**src/logic/lhp_pkg.sv**
```systemverilog
// Package for the LCD driver host serial port: byte codes, field positions, timing counts.
// Assumes a 10 MHz system clock and a slow link clock sampled by it.
package lhp_pkg;
  localparam int          LHP_CLK_HZ        = 10_000_000;
  localparam int          LHP_FIFO_DEPTH    = 32;
  localparam int          LHP_FIFO_WIDTH    = 9;
  localparam logic [4:0]  LHP_I2C_ADDR_HI   = 5'h0e;
  localparam int          LHP_CHAIN_BIT     = 7;
  localparam int          LHP_SEL_HI_BIT    = 6;
  localparam int          LHP_SEL_LO_BIT    = 5;
  localparam logic [1:0]  LHP_SEL_CMD0      = 2'h0;
  localparam logic [1:0]  LHP_SEL_RAM       = 2'h1;
  localparam logic [1:0]  LHP_SEL_CMD2      = 2'h2;
  localparam logic [1:0]  LHP_SEL_NONE      = 2'h3;
  localparam logic [1:0]  LHP_SPI_SUBADDR   = 2'h1;
  localparam int          LHP_SPI_DIR_BIT   = 7;
  localparam logic [2:0]  LHP_BIT_LAST      = 3'h7;
  localparam logic [8:0]  LHP_RESET_WORD    = 9'h000;

  typedef enum logic [2:0] {
    LHP_IDLE   = 3'b000,
    LHP_ADDR   = 3'b001,
    LHP_CTRL   = 3'b011,
    LHP_DATA   = 3'b010,
    LHP_READ   = 3'b110,
    LHP_IGNORE = 3'b111
  } lhp_state_t;
endpackage

```
**src/logic/lhp_sync.sv**
```systemverilog
// Two-flip-flop synchroniser for a bundle of pin inputs.
// Assumes the inputs are asynchronous to clk_sys_in.
`timescale 1ns/100ps
`default_nettype none
module lhp_sync
  import lhp_pkg::*;
#(
  parameter int W = 4
)
(
  input  wire logic         clk_sys_in,
  input  wire logic         rst_n_in,
  input  wire logic         ce_in,
  input  wire logic [W-1:0] async_in,
  output logic      [W-1:0] sync_out
);
  logic [W-1:0] meta_q;

  always_ff @(posedge clk_sys_in)
  begin
    if (!rst_n_in)
    begin
      meta_q   <= '1;
      sync_out <= '1;
    end
    else if (ce_in)
    begin
      meta_q   <= async_in;
      sync_out <= meta_q;
    end
  end
endmodule
`default_nettype wire

```
**src/logic/lhp_fifo.sv**
```systemverilog
// Flip-flop FIFO with valid/ready on both sides and honest full and empty.
// Assumes one clock domain; drain side may stall.
`timescale 1ns/100ps
`default_nettype none
module lhp_fifo
  import lhp_pkg::*;
#(
  parameter int WIDTH = LHP_FIFO_WIDTH,
  parameter int DEPTH = LHP_FIFO_DEPTH
)
(
  input  wire logic             clk_sys_in,
  input  wire logic             rst_n_in,
  input  wire logic             ce_in,
  input  wire logic             flush_in,
  input  wire logic [WIDTH-1:0] wr_data_in,
  input  wire logic             wr_valid_in,
  output logic                  wr_ready_out,
  output logic      [WIDTH-1:0] rd_data_out,
  output logic                  rd_valid_out,
  input  wire logic             rd_ready_in
);
  localparam int AW = $clog2(DEPTH);

  logic [WIDTH-1:0] mem_q [DEPTH];
  logic [AW-1:0]    wr_ptr_q;
  logic [AW-1:0]    rd_ptr_q;
  logic [AW:0]      count_q;
  logic             push;
  logic             pop;

  assign wr_ready_out = (count_q != (AW+1)'(DEPTH));
  assign rd_valid_out = (count_q != '0);
  assign rd_data_out  = mem_q[rd_ptr_q];
  assign push         = wr_valid_in && wr_ready_out;
  assign pop          = rd_valid_out && rd_ready_in;

  always_ff @(posedge clk_sys_in)
  begin
    if (ce_in && push)
    begin
      mem_q[wr_ptr_q] <= wr_data_in;
    end
  end

  always_ff @(posedge clk_sys_in)
  begin
    if (!rst_n_in)
    begin
      wr_ptr_q <= '0;
      rd_ptr_q <= '0;
      count_q  <= '0;
    end
    else if (ce_in)
    begin
      if (flush_in)
      begin
        wr_ptr_q <= '0;
        rd_ptr_q <= '0;
        count_q  <= '0;
      end
      else
      begin
        if (push)
        begin
          wr_ptr_q <= (wr_ptr_q == AW'(DEPTH-1)) ? '0 : wr_ptr_q + 1'b1;
        end
        if (pop)
        begin
          rd_ptr_q <= (rd_ptr_q == AW'(DEPTH-1)) ? '0 : rd_ptr_q + 1'b1;
        end
        count_q <= count_q + (AW+1)'(push) - (AW+1)'(pop);
      end
    end
  end
endmodule
`default_nettype wire

```
**src/logic/lhp_host_port.sv**
```systemverilog
// Host serial port of an LCD segment driver: two-wire slave or four-wire SPI slave.
// Assumes pins are asynchronous and the link clock is far slower than clk_sys_in.
//
// Contract
// - Strap low selects SPI slave; strap high selects two-wire slave.
// - Control byte bit 7 zero marks last control byte; one chains another.
// - Select field 00 or 10 routes to commands, 01 to display RAM.
// - RAM bytes go to display RAM at the data pointer location.
// - One bit per clock pulse; data stable while clock is high.
// - Data falling with clock high is start; rising with clock high is stop.
// - Any number of bytes; each 8-bit byte is followed by acknowledge.
// - Addressed receiver pulls data low through the acknowledge clock high phase.
// - Master nacks last read byte; device then releases the data line.
// - Device is slave only; outputs only acknowledges and temperature byte.
// - Two-wire address is 01110, then strap high, strap low bits.
// - Address bit 0 is direction: zero write, one read.
// - Matching devices acknowledge; others ignore the transfer until stop.
// - Read direction makes the device send one temperature byte.
// - SPI chip enable is active low; high holds the interface in reset.
// - SPI samples serial data on the rising serial clock edge.
// - SPI bytes are MSB first; first byte is the subaddress.
// - SPI subaddress byte carries direction flag and subaddress.
// - Subaddress bit 7 is direction; bits 6 to 5 must be 01.
// - RAM bytes are delivered on arrival, before the acknowledge cycle.
`timescale 1ns/100ps
`default_nettype none
module lhp_host_port
  import lhp_pkg::*;
(
  input  wire logic       clk_sys_in,
  input  wire logic       rst_n_in,
  input  wire logic       ce_in,
  input  wire logic       interface_select_pin_in,
  input  wire logic       address_strap_low_in,
  input  wire logic       address_strap_high_in,
  input  wire logic       scl_in,
  input  wire logic       serial_data_input_pin_in,
  input  wire logic       chip_enable_n_in,
  output logic            ack_output_pin_out,
  output logic            ack_output_pin_oe_out,
  output logic            serial_data_output_pin_out,
  output logic            serial_data_output_pin_oe_out,
  input  wire logic [7:0] temperature_in,
  output logic [7:0]      cmd_data_out,
  output logic            cmd_valid_out,
  input  wire logic       cmd_ready_in,
  output logic [7:0]      ram_data_out,
  output logic            ram_valid_out,
  input  wire logic       ram_ready_in,
  output logic            frame_active_out,
  output logic            early_end_out,
  output logic            overflow_out
);
  logic [4:0]  pins_raw;
  logic [4:0]  pins_s;
  logic        scl_s;
  logic        sda_s;
  logic        cen_s;
  logic        sa0_s;
  logic        sa1_s;
  logic        scl_d1_q;
  logic        sda_d1_q;
  logic        mode_i2c_q;
  lhp_state_t  state_q;
  logic [7:0]  shift_q;
  logic [2:0]  bit_q;
  logic        in_ack_q;
  logic        chain_q;
  logic [1:0]  sel_q;
  logic        ack_drive_q;
  logic [7:0]  tx_q;
  logic        tx_drive_q;
  logic        scl_rise;
  logic        scl_fall;
  logic        start_cond;
  logic        stop_cond;
  logic        spi_reset;
  logic        byte_done;
  logic [7:0]  rx_byte;
  logic        push_valid;
  logic [8:0]  push_word;
  logic        push_ready;
  logic [8:0]  pop_word;
  logic        pop_valid;
  logic        pop_ready;
  logic        frame_q;
  logic        data_seen_q;

  function automatic logic sel_is_cmd(input logic [1:0] sel);
    return (sel == LHP_SEL_CMD0) || (sel == LHP_SEL_CMD2);
  endfunction

  assign pins_raw = {address_strap_high_in, address_strap_low_in, chip_enable_n_in,
                     serial_data_input_pin_in, scl_in};

  lhp_sync #(
    .W (5)
  ) u_sync (
    .clk_sys_in (clk_sys_in),
    .rst_n_in   (rst_n_in),
    .ce_in      (ce_in),
    .async_in   (pins_raw),
    .sync_out   (pins_s)
  );

  assign scl_s = pins_s[0];
  assign sda_s = pins_s[1];
  assign cen_s = pins_s[2];
  assign sa0_s = pins_s[3];
  assign sa1_s = pins_s[4];

  // Interface mode is sampled from the strap while reset is held, then kept.
  always_ff @(posedge clk_sys_in)
  begin
    if (!rst_n_in)
    begin
      mode_i2c_q <= interface_select_pin_in;
    end
  end

  always_ff @(posedge clk_sys_in)
  begin
    if (!rst_n_in)
    begin
      scl_d1_q <= 1'b1;
      sda_d1_q <= 1'b1;
    end
    else if (ce_in)
    begin
      scl_d1_q <= scl_s;
      sda_d1_q <= sda_s;
    end
  end

  assign scl_rise   = scl_s && !scl_d1_q;
  assign scl_fall   = !scl_s && scl_d1_q;
  assign start_cond = mode_i2c_q && scl_s && scl_d1_q && sda_d1_q && !sda_s;
  assign stop_cond  = mode_i2c_q && scl_s && scl_d1_q && !sda_d1_q && sda_s;
  assign spi_reset  = !mode_i2c_q && cen_s;
  assign rx_byte    = {shift_q[6:0], sda_s};
  assign byte_done  = scl_rise && !in_ack_q && (bit_q == LHP_BIT_LAST);

  // Bits are shifted in MSB first on each rising clock edge outside the acknowledge clock; data is stable then.
  always_ff @(posedge clk_sys_in)
  begin
    if (!rst_n_in)
    begin
      shift_q  <= '0;
      bit_q    <= '0;
      in_ack_q <= 1'b0;
    end
    else if (ce_in)
    begin
      if (start_cond || stop_cond || spi_reset || state_q == LHP_IDLE)
      begin
        bit_q    <= '0;
        in_ack_q <= 1'b0;
      end
      else if (scl_rise)
      begin
        if (in_ack_q)
        begin
          in_ack_q <= 1'b0;
        end
        else
        begin
          shift_q <= rx_byte;
          bit_q   <= bit_q + 3'h1;
          in_ack_q <= mode_i2c_q && (bit_q == LHP_BIT_LAST);
        end
      end
    end
  end

  // Protocol walk: address, control bytes, data bytes, read or ignore.
  always_ff @(posedge clk_sys_in)
  begin
    if (!rst_n_in)
    begin
      state_q <= LHP_IDLE;
      chain_q <= 1'b0;
      sel_q   <= LHP_SEL_NONE;
    end
    else if (ce_in)
    begin
      if (stop_cond || spi_reset)
      begin
        state_q <= LHP_IDLE;
      end
      else if (start_cond)
      begin
        state_q <= LHP_ADDR;
      end
      else if (state_q == LHP_IDLE && !mode_i2c_q && !cen_s)
      begin
        state_q <= LHP_ADDR;
      end
      else if (byte_done)
      begin
        unique case (state_q)
          LHP_ADDR:
          begin
            if (mode_i2c_q)
            begin
              if (rx_byte[7:3] == LHP_I2C_ADDR_HI && rx_byte[2] == sa1_s
                  && rx_byte[1] == sa0_s)
              begin
                state_q <= rx_byte[0] ? LHP_READ : LHP_CTRL;
              end
              else
              begin
                state_q <= LHP_IGNORE;
              end
            end
            else if (rx_byte[LHP_SEL_HI_BIT:LHP_SEL_LO_BIT] == LHP_SPI_SUBADDR)
            begin
              state_q <= rx_byte[LHP_SPI_DIR_BIT] ? LHP_READ : LHP_CTRL;
            end
            else
            begin
              state_q <= LHP_IGNORE;
            end
          end
          LHP_CTRL:
          begin
            chain_q <= rx_byte[LHP_CHAIN_BIT];
            sel_q   <= rx_byte[LHP_SEL_HI_BIT:LHP_SEL_LO_BIT];
            state_q <= LHP_DATA;
          end
          LHP_DATA:
          begin
            state_q <= chain_q ? LHP_CTRL : LHP_DATA;
          end
          LHP_READ:
          begin
            state_q <= LHP_IGNORE;
          end
          LHP_IGNORE:
          begin
            state_q <= LHP_IGNORE;
          end
          LHP_IDLE:
          begin
            state_q <= LHP_IDLE;
          end
        endcase
      end
    end
  end

  // Data bytes leave at the last bit, before any acknowledge.
  assign push_valid = ce_in && byte_done && state_q == LHP_DATA
                      && sel_q != LHP_SEL_NONE;
  assign push_word  = {sel_is_cmd(sel_q), rx_byte};

  lhp_fifo #(
    .WIDTH (LHP_FIFO_WIDTH),
    .DEPTH (LHP_FIFO_DEPTH)
  ) u_fifo (
    .clk_sys_in   (clk_sys_in),
    .rst_n_in     (rst_n_in),
    .ce_in        (ce_in),
    .flush_in     (1'b0),
    .wr_data_in   (push_word),
    .wr_valid_in  (push_valid),
    .wr_ready_out (push_ready),
    .rd_data_out  (pop_word),
    .rd_valid_out (pop_valid),
    .rd_ready_in  (pop_ready)
  );

  assign cmd_data_out  = pop_word[7:0];
  assign ram_data_out  = pop_word[7:0];
  assign cmd_valid_out = pop_valid && pop_word[8];
  assign ram_valid_out = pop_valid && !pop_word[8];
  assign pop_ready     = pop_word[8] ? cmd_ready_in : ram_ready_in;

  // A byte that finds the buffer full is lost and flagged.
  always_ff @(posedge clk_sys_in)
  begin
    if (!rst_n_in)
    begin
      overflow_out <= 1'b0;
    end
    else if (ce_in)
    begin
      overflow_out <= push_valid && !push_ready;
    end
  end

  // Acknowledge pulls low for the whole ninth clock of an addressed write byte or read address byte.
  always_ff @(posedge clk_sys_in)
  begin
    if (!rst_n_in)
    begin
      ack_drive_q <= 1'b0;
    end
    else if (ce_in)
    begin
      if (start_cond || stop_cond || !mode_i2c_q)
      begin
        ack_drive_q <= 1'b0;
      end
      else if (scl_fall && in_ack_q)
      begin
        ack_drive_q <= (state_q == LHP_CTRL || state_q == LHP_DATA
                        || state_q == LHP_READ) && !tx_drive_q;
      end
      else if (scl_fall)
      begin
        ack_drive_q <= 1'b0;
      end
    end
  end

  assign ack_output_pin_out    = 1'b0;
  assign ack_output_pin_oe_out = ack_drive_q;

  // Temperature byte goes out MSB first after a read address, then lines release.
  always_ff @(posedge clk_sys_in)
  begin
    if (!rst_n_in)
    begin
      tx_q       <= '0;
      tx_drive_q <= 1'b0;
    end
    else if (ce_in)
    begin
      if (start_cond || stop_cond || spi_reset || (scl_fall && tx_drive_q && state_q != LHP_READ))
      begin
        tx_drive_q <= 1'b0;
      end
      else if (scl_fall && state_q == LHP_READ && !in_ack_q && bit_q == '0 && !tx_drive_q)
      begin
        tx_q       <= temperature_in;
        tx_drive_q <= 1'b1;
      end
      else if (scl_fall && tx_drive_q)
      begin
        tx_q <= {tx_q[6:0], 1'b1};
      end
    end
  end

  assign serial_data_output_pin_out    = tx_q[7];
  assign serial_data_output_pin_oe_out = tx_drive_q && (mode_i2c_q ? !tx_q[7] : 1'b1);

  // Frame status and early end detection for the data pointer owner.
  always_ff @(posedge clk_sys_in)
  begin
    if (!rst_n_in)
    begin
      frame_q       <= 1'b0;
      data_seen_q   <= 1'b0;
      early_end_out <= 1'b0;
    end
    else if (ce_in)
    begin
      frame_q       <= state_q != LHP_IDLE && state_q != LHP_IGNORE;
      early_end_out <= (stop_cond || spi_reset || start_cond) && frame_q
                       && bit_q != '0 && data_seen_q;
      if (state_q == LHP_IDLE)
      begin
        data_seen_q <= 1'b0;
      end
      else if (push_valid)
      begin
        data_seen_q <= 1'b1;
      end
    end
  end

  assign frame_active_out = frame_q;
endmodule
`default_nettype wire

```
**config.mk**
```make
export PLATFORM = sky130hd
export DESIGN_NAME = lhp_host_port
export DESIGN_NICKNAME = d
export VERILOG_FILES = /design/src/logic/lhp_pkg.sv /design/src/logic/lhp_sync.sv /design/src/logic/lhp_fifo.sv /design/src/logic/lhp_host_port.sv
export SDC_FILE = /design/constraint.sdc
export NUM_CORES = 1
export LEC_CHECK = 0
export BUFFER_PORTS_ARGS = -buffer_cell sky130_fd_sc_hd__clkbuf_2
export CAP_MARGIN = 20
export CORE_MARGIN = 10
export CORE_UTILIZATION = 60
export CTS_BUF_LIST = sky130_fd_sc_hd__clkbuf_16
export DETAILED_ROUTE_END_ITERATION = 10
export HOLD_SLACK_MARGIN = 0.15
export PLACE_DENSITY = 0.85
export SETUP_SLACK_MARGIN = 0.2
export SLEW_MARGIN = 20
export SYNTH_ARGS = -nofsm -noshare
export SYNTH_HDL_FRONTEND = slang
export SYNTH_SLANG_ARGS = --single-unit
```
**constraint.sdc**
```tcl
create_clock -name clk_sys_in -period 8.95 [get_ports clk_sys_in]
set_input_delay 0.4475 -clock clk_sys_in [delete_from_list [all_inputs] [get_ports clk_sys_in]]
set_output_delay 0.4475 -clock clk_sys_in [all_outputs]
set_load 0.02 [all_outputs]
```
==> out/results.txt <==
first-pass GRT wire length: 47000 um
CP max FO: 36
nets: 946
Cell Area, Synth: 14500 um2
Leak Pwr: 0.00546 uW
GRT Util Overall: 19.9%
gp weighted congestion: 0.839
largest cells by area after synthesis: edfxtp_1 (60%), mux4_2 (12%), dfxtp_1 (8.9%)
Hold Path Depth: 3
status: complete, no violations
Worst Path Arrival: 3690 ps
Reg clk slew, reported paths: 60 ps
critical path startpoint category: register
Hold Slack: 160 ps
initial drt markers: 881
via count: 7844
largest net degree at the start of global routing: 58
top cell type's share of synthesized area: 60.0%
clock buffer depth: 3
cell count along the critical path: 5
n_diodes: 0
clk_lat worst skew: 520 ps
critical-path cell list: buf_4, mux4_2, mux4_2, mux2_2, clkbuf_2
grt total ovfl: 0
Final setup viols: 0
Synth Register Bits: 353
Routed WL: 30500 um
P per Cell Area: 227 nW/um2
Max stage delay on crit path: 760 ps
Initial Utilization: 61.2%
syn nets: 900
top_reg_cell synth: edfxtp_1
synth warn: 0
cells on worst reg2reg path: 19
r2r setup slk: 4960 ps
final hold vios: 0
Yosys cell types: 64
Final Cycle Share: 46.3%
Crit Path Class: reg -> out
syn avg cell area: 16.8 um2
die area: 30700 um2
Rel. slew slack: 28.2%
P&R area growth vs syn: 11.0%
Hold Crit Class: in -> reg
Req. time, crit path: 8500 ps
Worst path slowest cell: dfxtp_4
CTS Buf Count: 35
most frequent CP cell: mux4_2
post-route setup slack: 4810 ps
Placement Setup Slack: 4960 ps
VDD IR max: 0.235 mV
boundary pin count: 44
Root Buffer: clkbuf_16
Slew @ Worst Pin: 1080 ps
TNS Setup: 0 ps
Critical Path Sink Type: primary output
EDFF count, synth: 289
Fin Clk Skew: 24.3 ps
fin crit period: 4140 ps
CTS H-tree lvls: 2
Chip Width: 175 um
share of cells above drive strength 1: 22.0%
CP Buf/Inv Count: 2
first drt pass iteration count: 5
Final Max Tran Viols: 0
row cnt: 56
Post-route DRC: 0
CTS tree: built
DP HPWL: 17900 um
fmax: 242 MHz
post-route ant nets: 0
RSZ-0062 raised after global routing: false
post-CTS setup buffers: 0
clk sinks: 353
DR vias/cell: 6.28
Post-Synthesis Cells: 861
vias in the first global route: 7809
max cap viols: 0
number of port buffers: 42
Die Y-Extent: 175 um
core area: 23600 um2
ys async rst share: 0%
wire per inst: 24.4 um
most frequent cells in the layout: edfxtp_1 (289), mux4_2 (80), nor2_1 (68)
antenna violations before repair: 0
sequential-to-total area share from yosys stat: 68.9%
CP delay by family, top: multiplexers
Synth area leader: edfxtp_1
most common cell after layout, fill and taps aside: edfxtp_1
## through the flow
step | utilization (%) | total power, uW | area (um2) | std cells
floorplan | - | 2160 | 14500 | 861
global placement | 63.0 | 2220 | 14900 | 1185
detailed placement | 63.0 | 2230 | 14900 | 1185
CTS | 67.9 | 3660 | 16000 | 1249
global route | 67.9 | 3760 | 16000 | 1250
finish | 67.9 | 3640 | 16000 | 1250
## what timing repair did
item	4_1_cts	5_1_grt
endpoints found under the setup margin	0	0
hold buffers	3	0
resized for setup	0	0
endpoints found under the hold margin	3	0
## flip-flops by register name (all words and copies together), names as in the netlist, 5 cells and up, named ones only
signal           count
u_sync.meta_q        5
u_fifo.count_q       6
tx_q                 8
u_fifo.wr_ptr_q      5
u_fifo.rd_ptr_q      5
u_fifo.mem_q       288
shift_q              7
u_sync.sync_out      5
## cells by family (layout without fill, tap and decap cells)
kind of cell    after synthesis  count (layout)  share of synthesized area, %
other cells                   1               1                        0.0259
flops                       353             353                          68.9
xor+xnor                      7               7                         0.424
fa+ha+maj                    20              20                          1.78
buf+inv                      74             144                          2.66
compound gates               90              90                          4.10
simple gates                186             186                          6.07
mux                         130             130                          16.1
## final cells by class
class | count | area [um2]
sequential | 353 | 9970
fill | 1499 | 7570
multi-input combinational | 434 | 4120
clock buffer | 36 | 901
tap | 319 | 399
timing repair buffer | 59 | 345
clock inverter | 25 | 225
inverter | 24 | 90.1
## routing by layer
metal / GRT usage, % / wire, um / vias to the layer above
met5: 0 / 0 / -
met4: 5.86 / 757 / 0
met3: 4.14 / 2540 / 60
met2: 31.9 / 14900 / 404
met1: 26.9 / 12300 / 3941
li1: - / - / 3439
## worst register-to-register path: cells and delay by family, from the launching register on
family | cells | cell delay, ps
AO/OA/AOI/OAI | 5 | 850
buffers and inverters | 3 | 190
multiplexers | 2 | 380
flip-flops | 1 | 760
XOR/XNOR | 1 | 120
AND/OR/NAND/NOR | 5 | 700
adder cells (fa/ha/maj) | 3 | 860
## where the power goes
part | switching, uW | internal (uW)
registers | 44.4 | 1770
clock network | 600 | 846
logic | 198 | 182
## cells in the mapped netlist (all sizes together) (2+ instances only)
| cell type | n |
|---|---|
| a211oi | 16 |
| a21oi | 33 |
| a22oi | 5 |
| and2 | 3 |
| and3 | 7 |
| buf | 35 |
| clkbuf | 15 |
| dfxtp | 64 |
| edfxtp | 289 |
| ha | 19 |
| inv | 23 |
| mux2 | 9 |
| mux2i | 41 |
| mux4 | 80 |
| nand2 | 59 |
| nand2b | 5 |
| nand3 | 7 |
| nand3b | 5 |
| nand4 | 5 |
| nand4b | 2 |
| nor2 | 68 |
| nor2b | 5 |
| nor3 | 2 |
| nor3b | 3 |
| o211ai | 4 |
| o21ai | 15 |
| o22ai | 5 |
| or3 | 4 |
| or3b | 2 |
| or4 | 3 |
| xnor2 | 6 |
## path summary, 6_finish.rpt
check	startpoint	end
worst max-delay path	register	ram_data_out[7]
worst min-delay path	serial_data_input_pin_in	u_sync.meta_q[1]
worst min register to register	u_sync.meta_q[2]	u_sync.meta_q[2]
worst max register to register	register	u_fifo.count_q[4]
No activity file was read; power rests on OpenSTA's default activity.
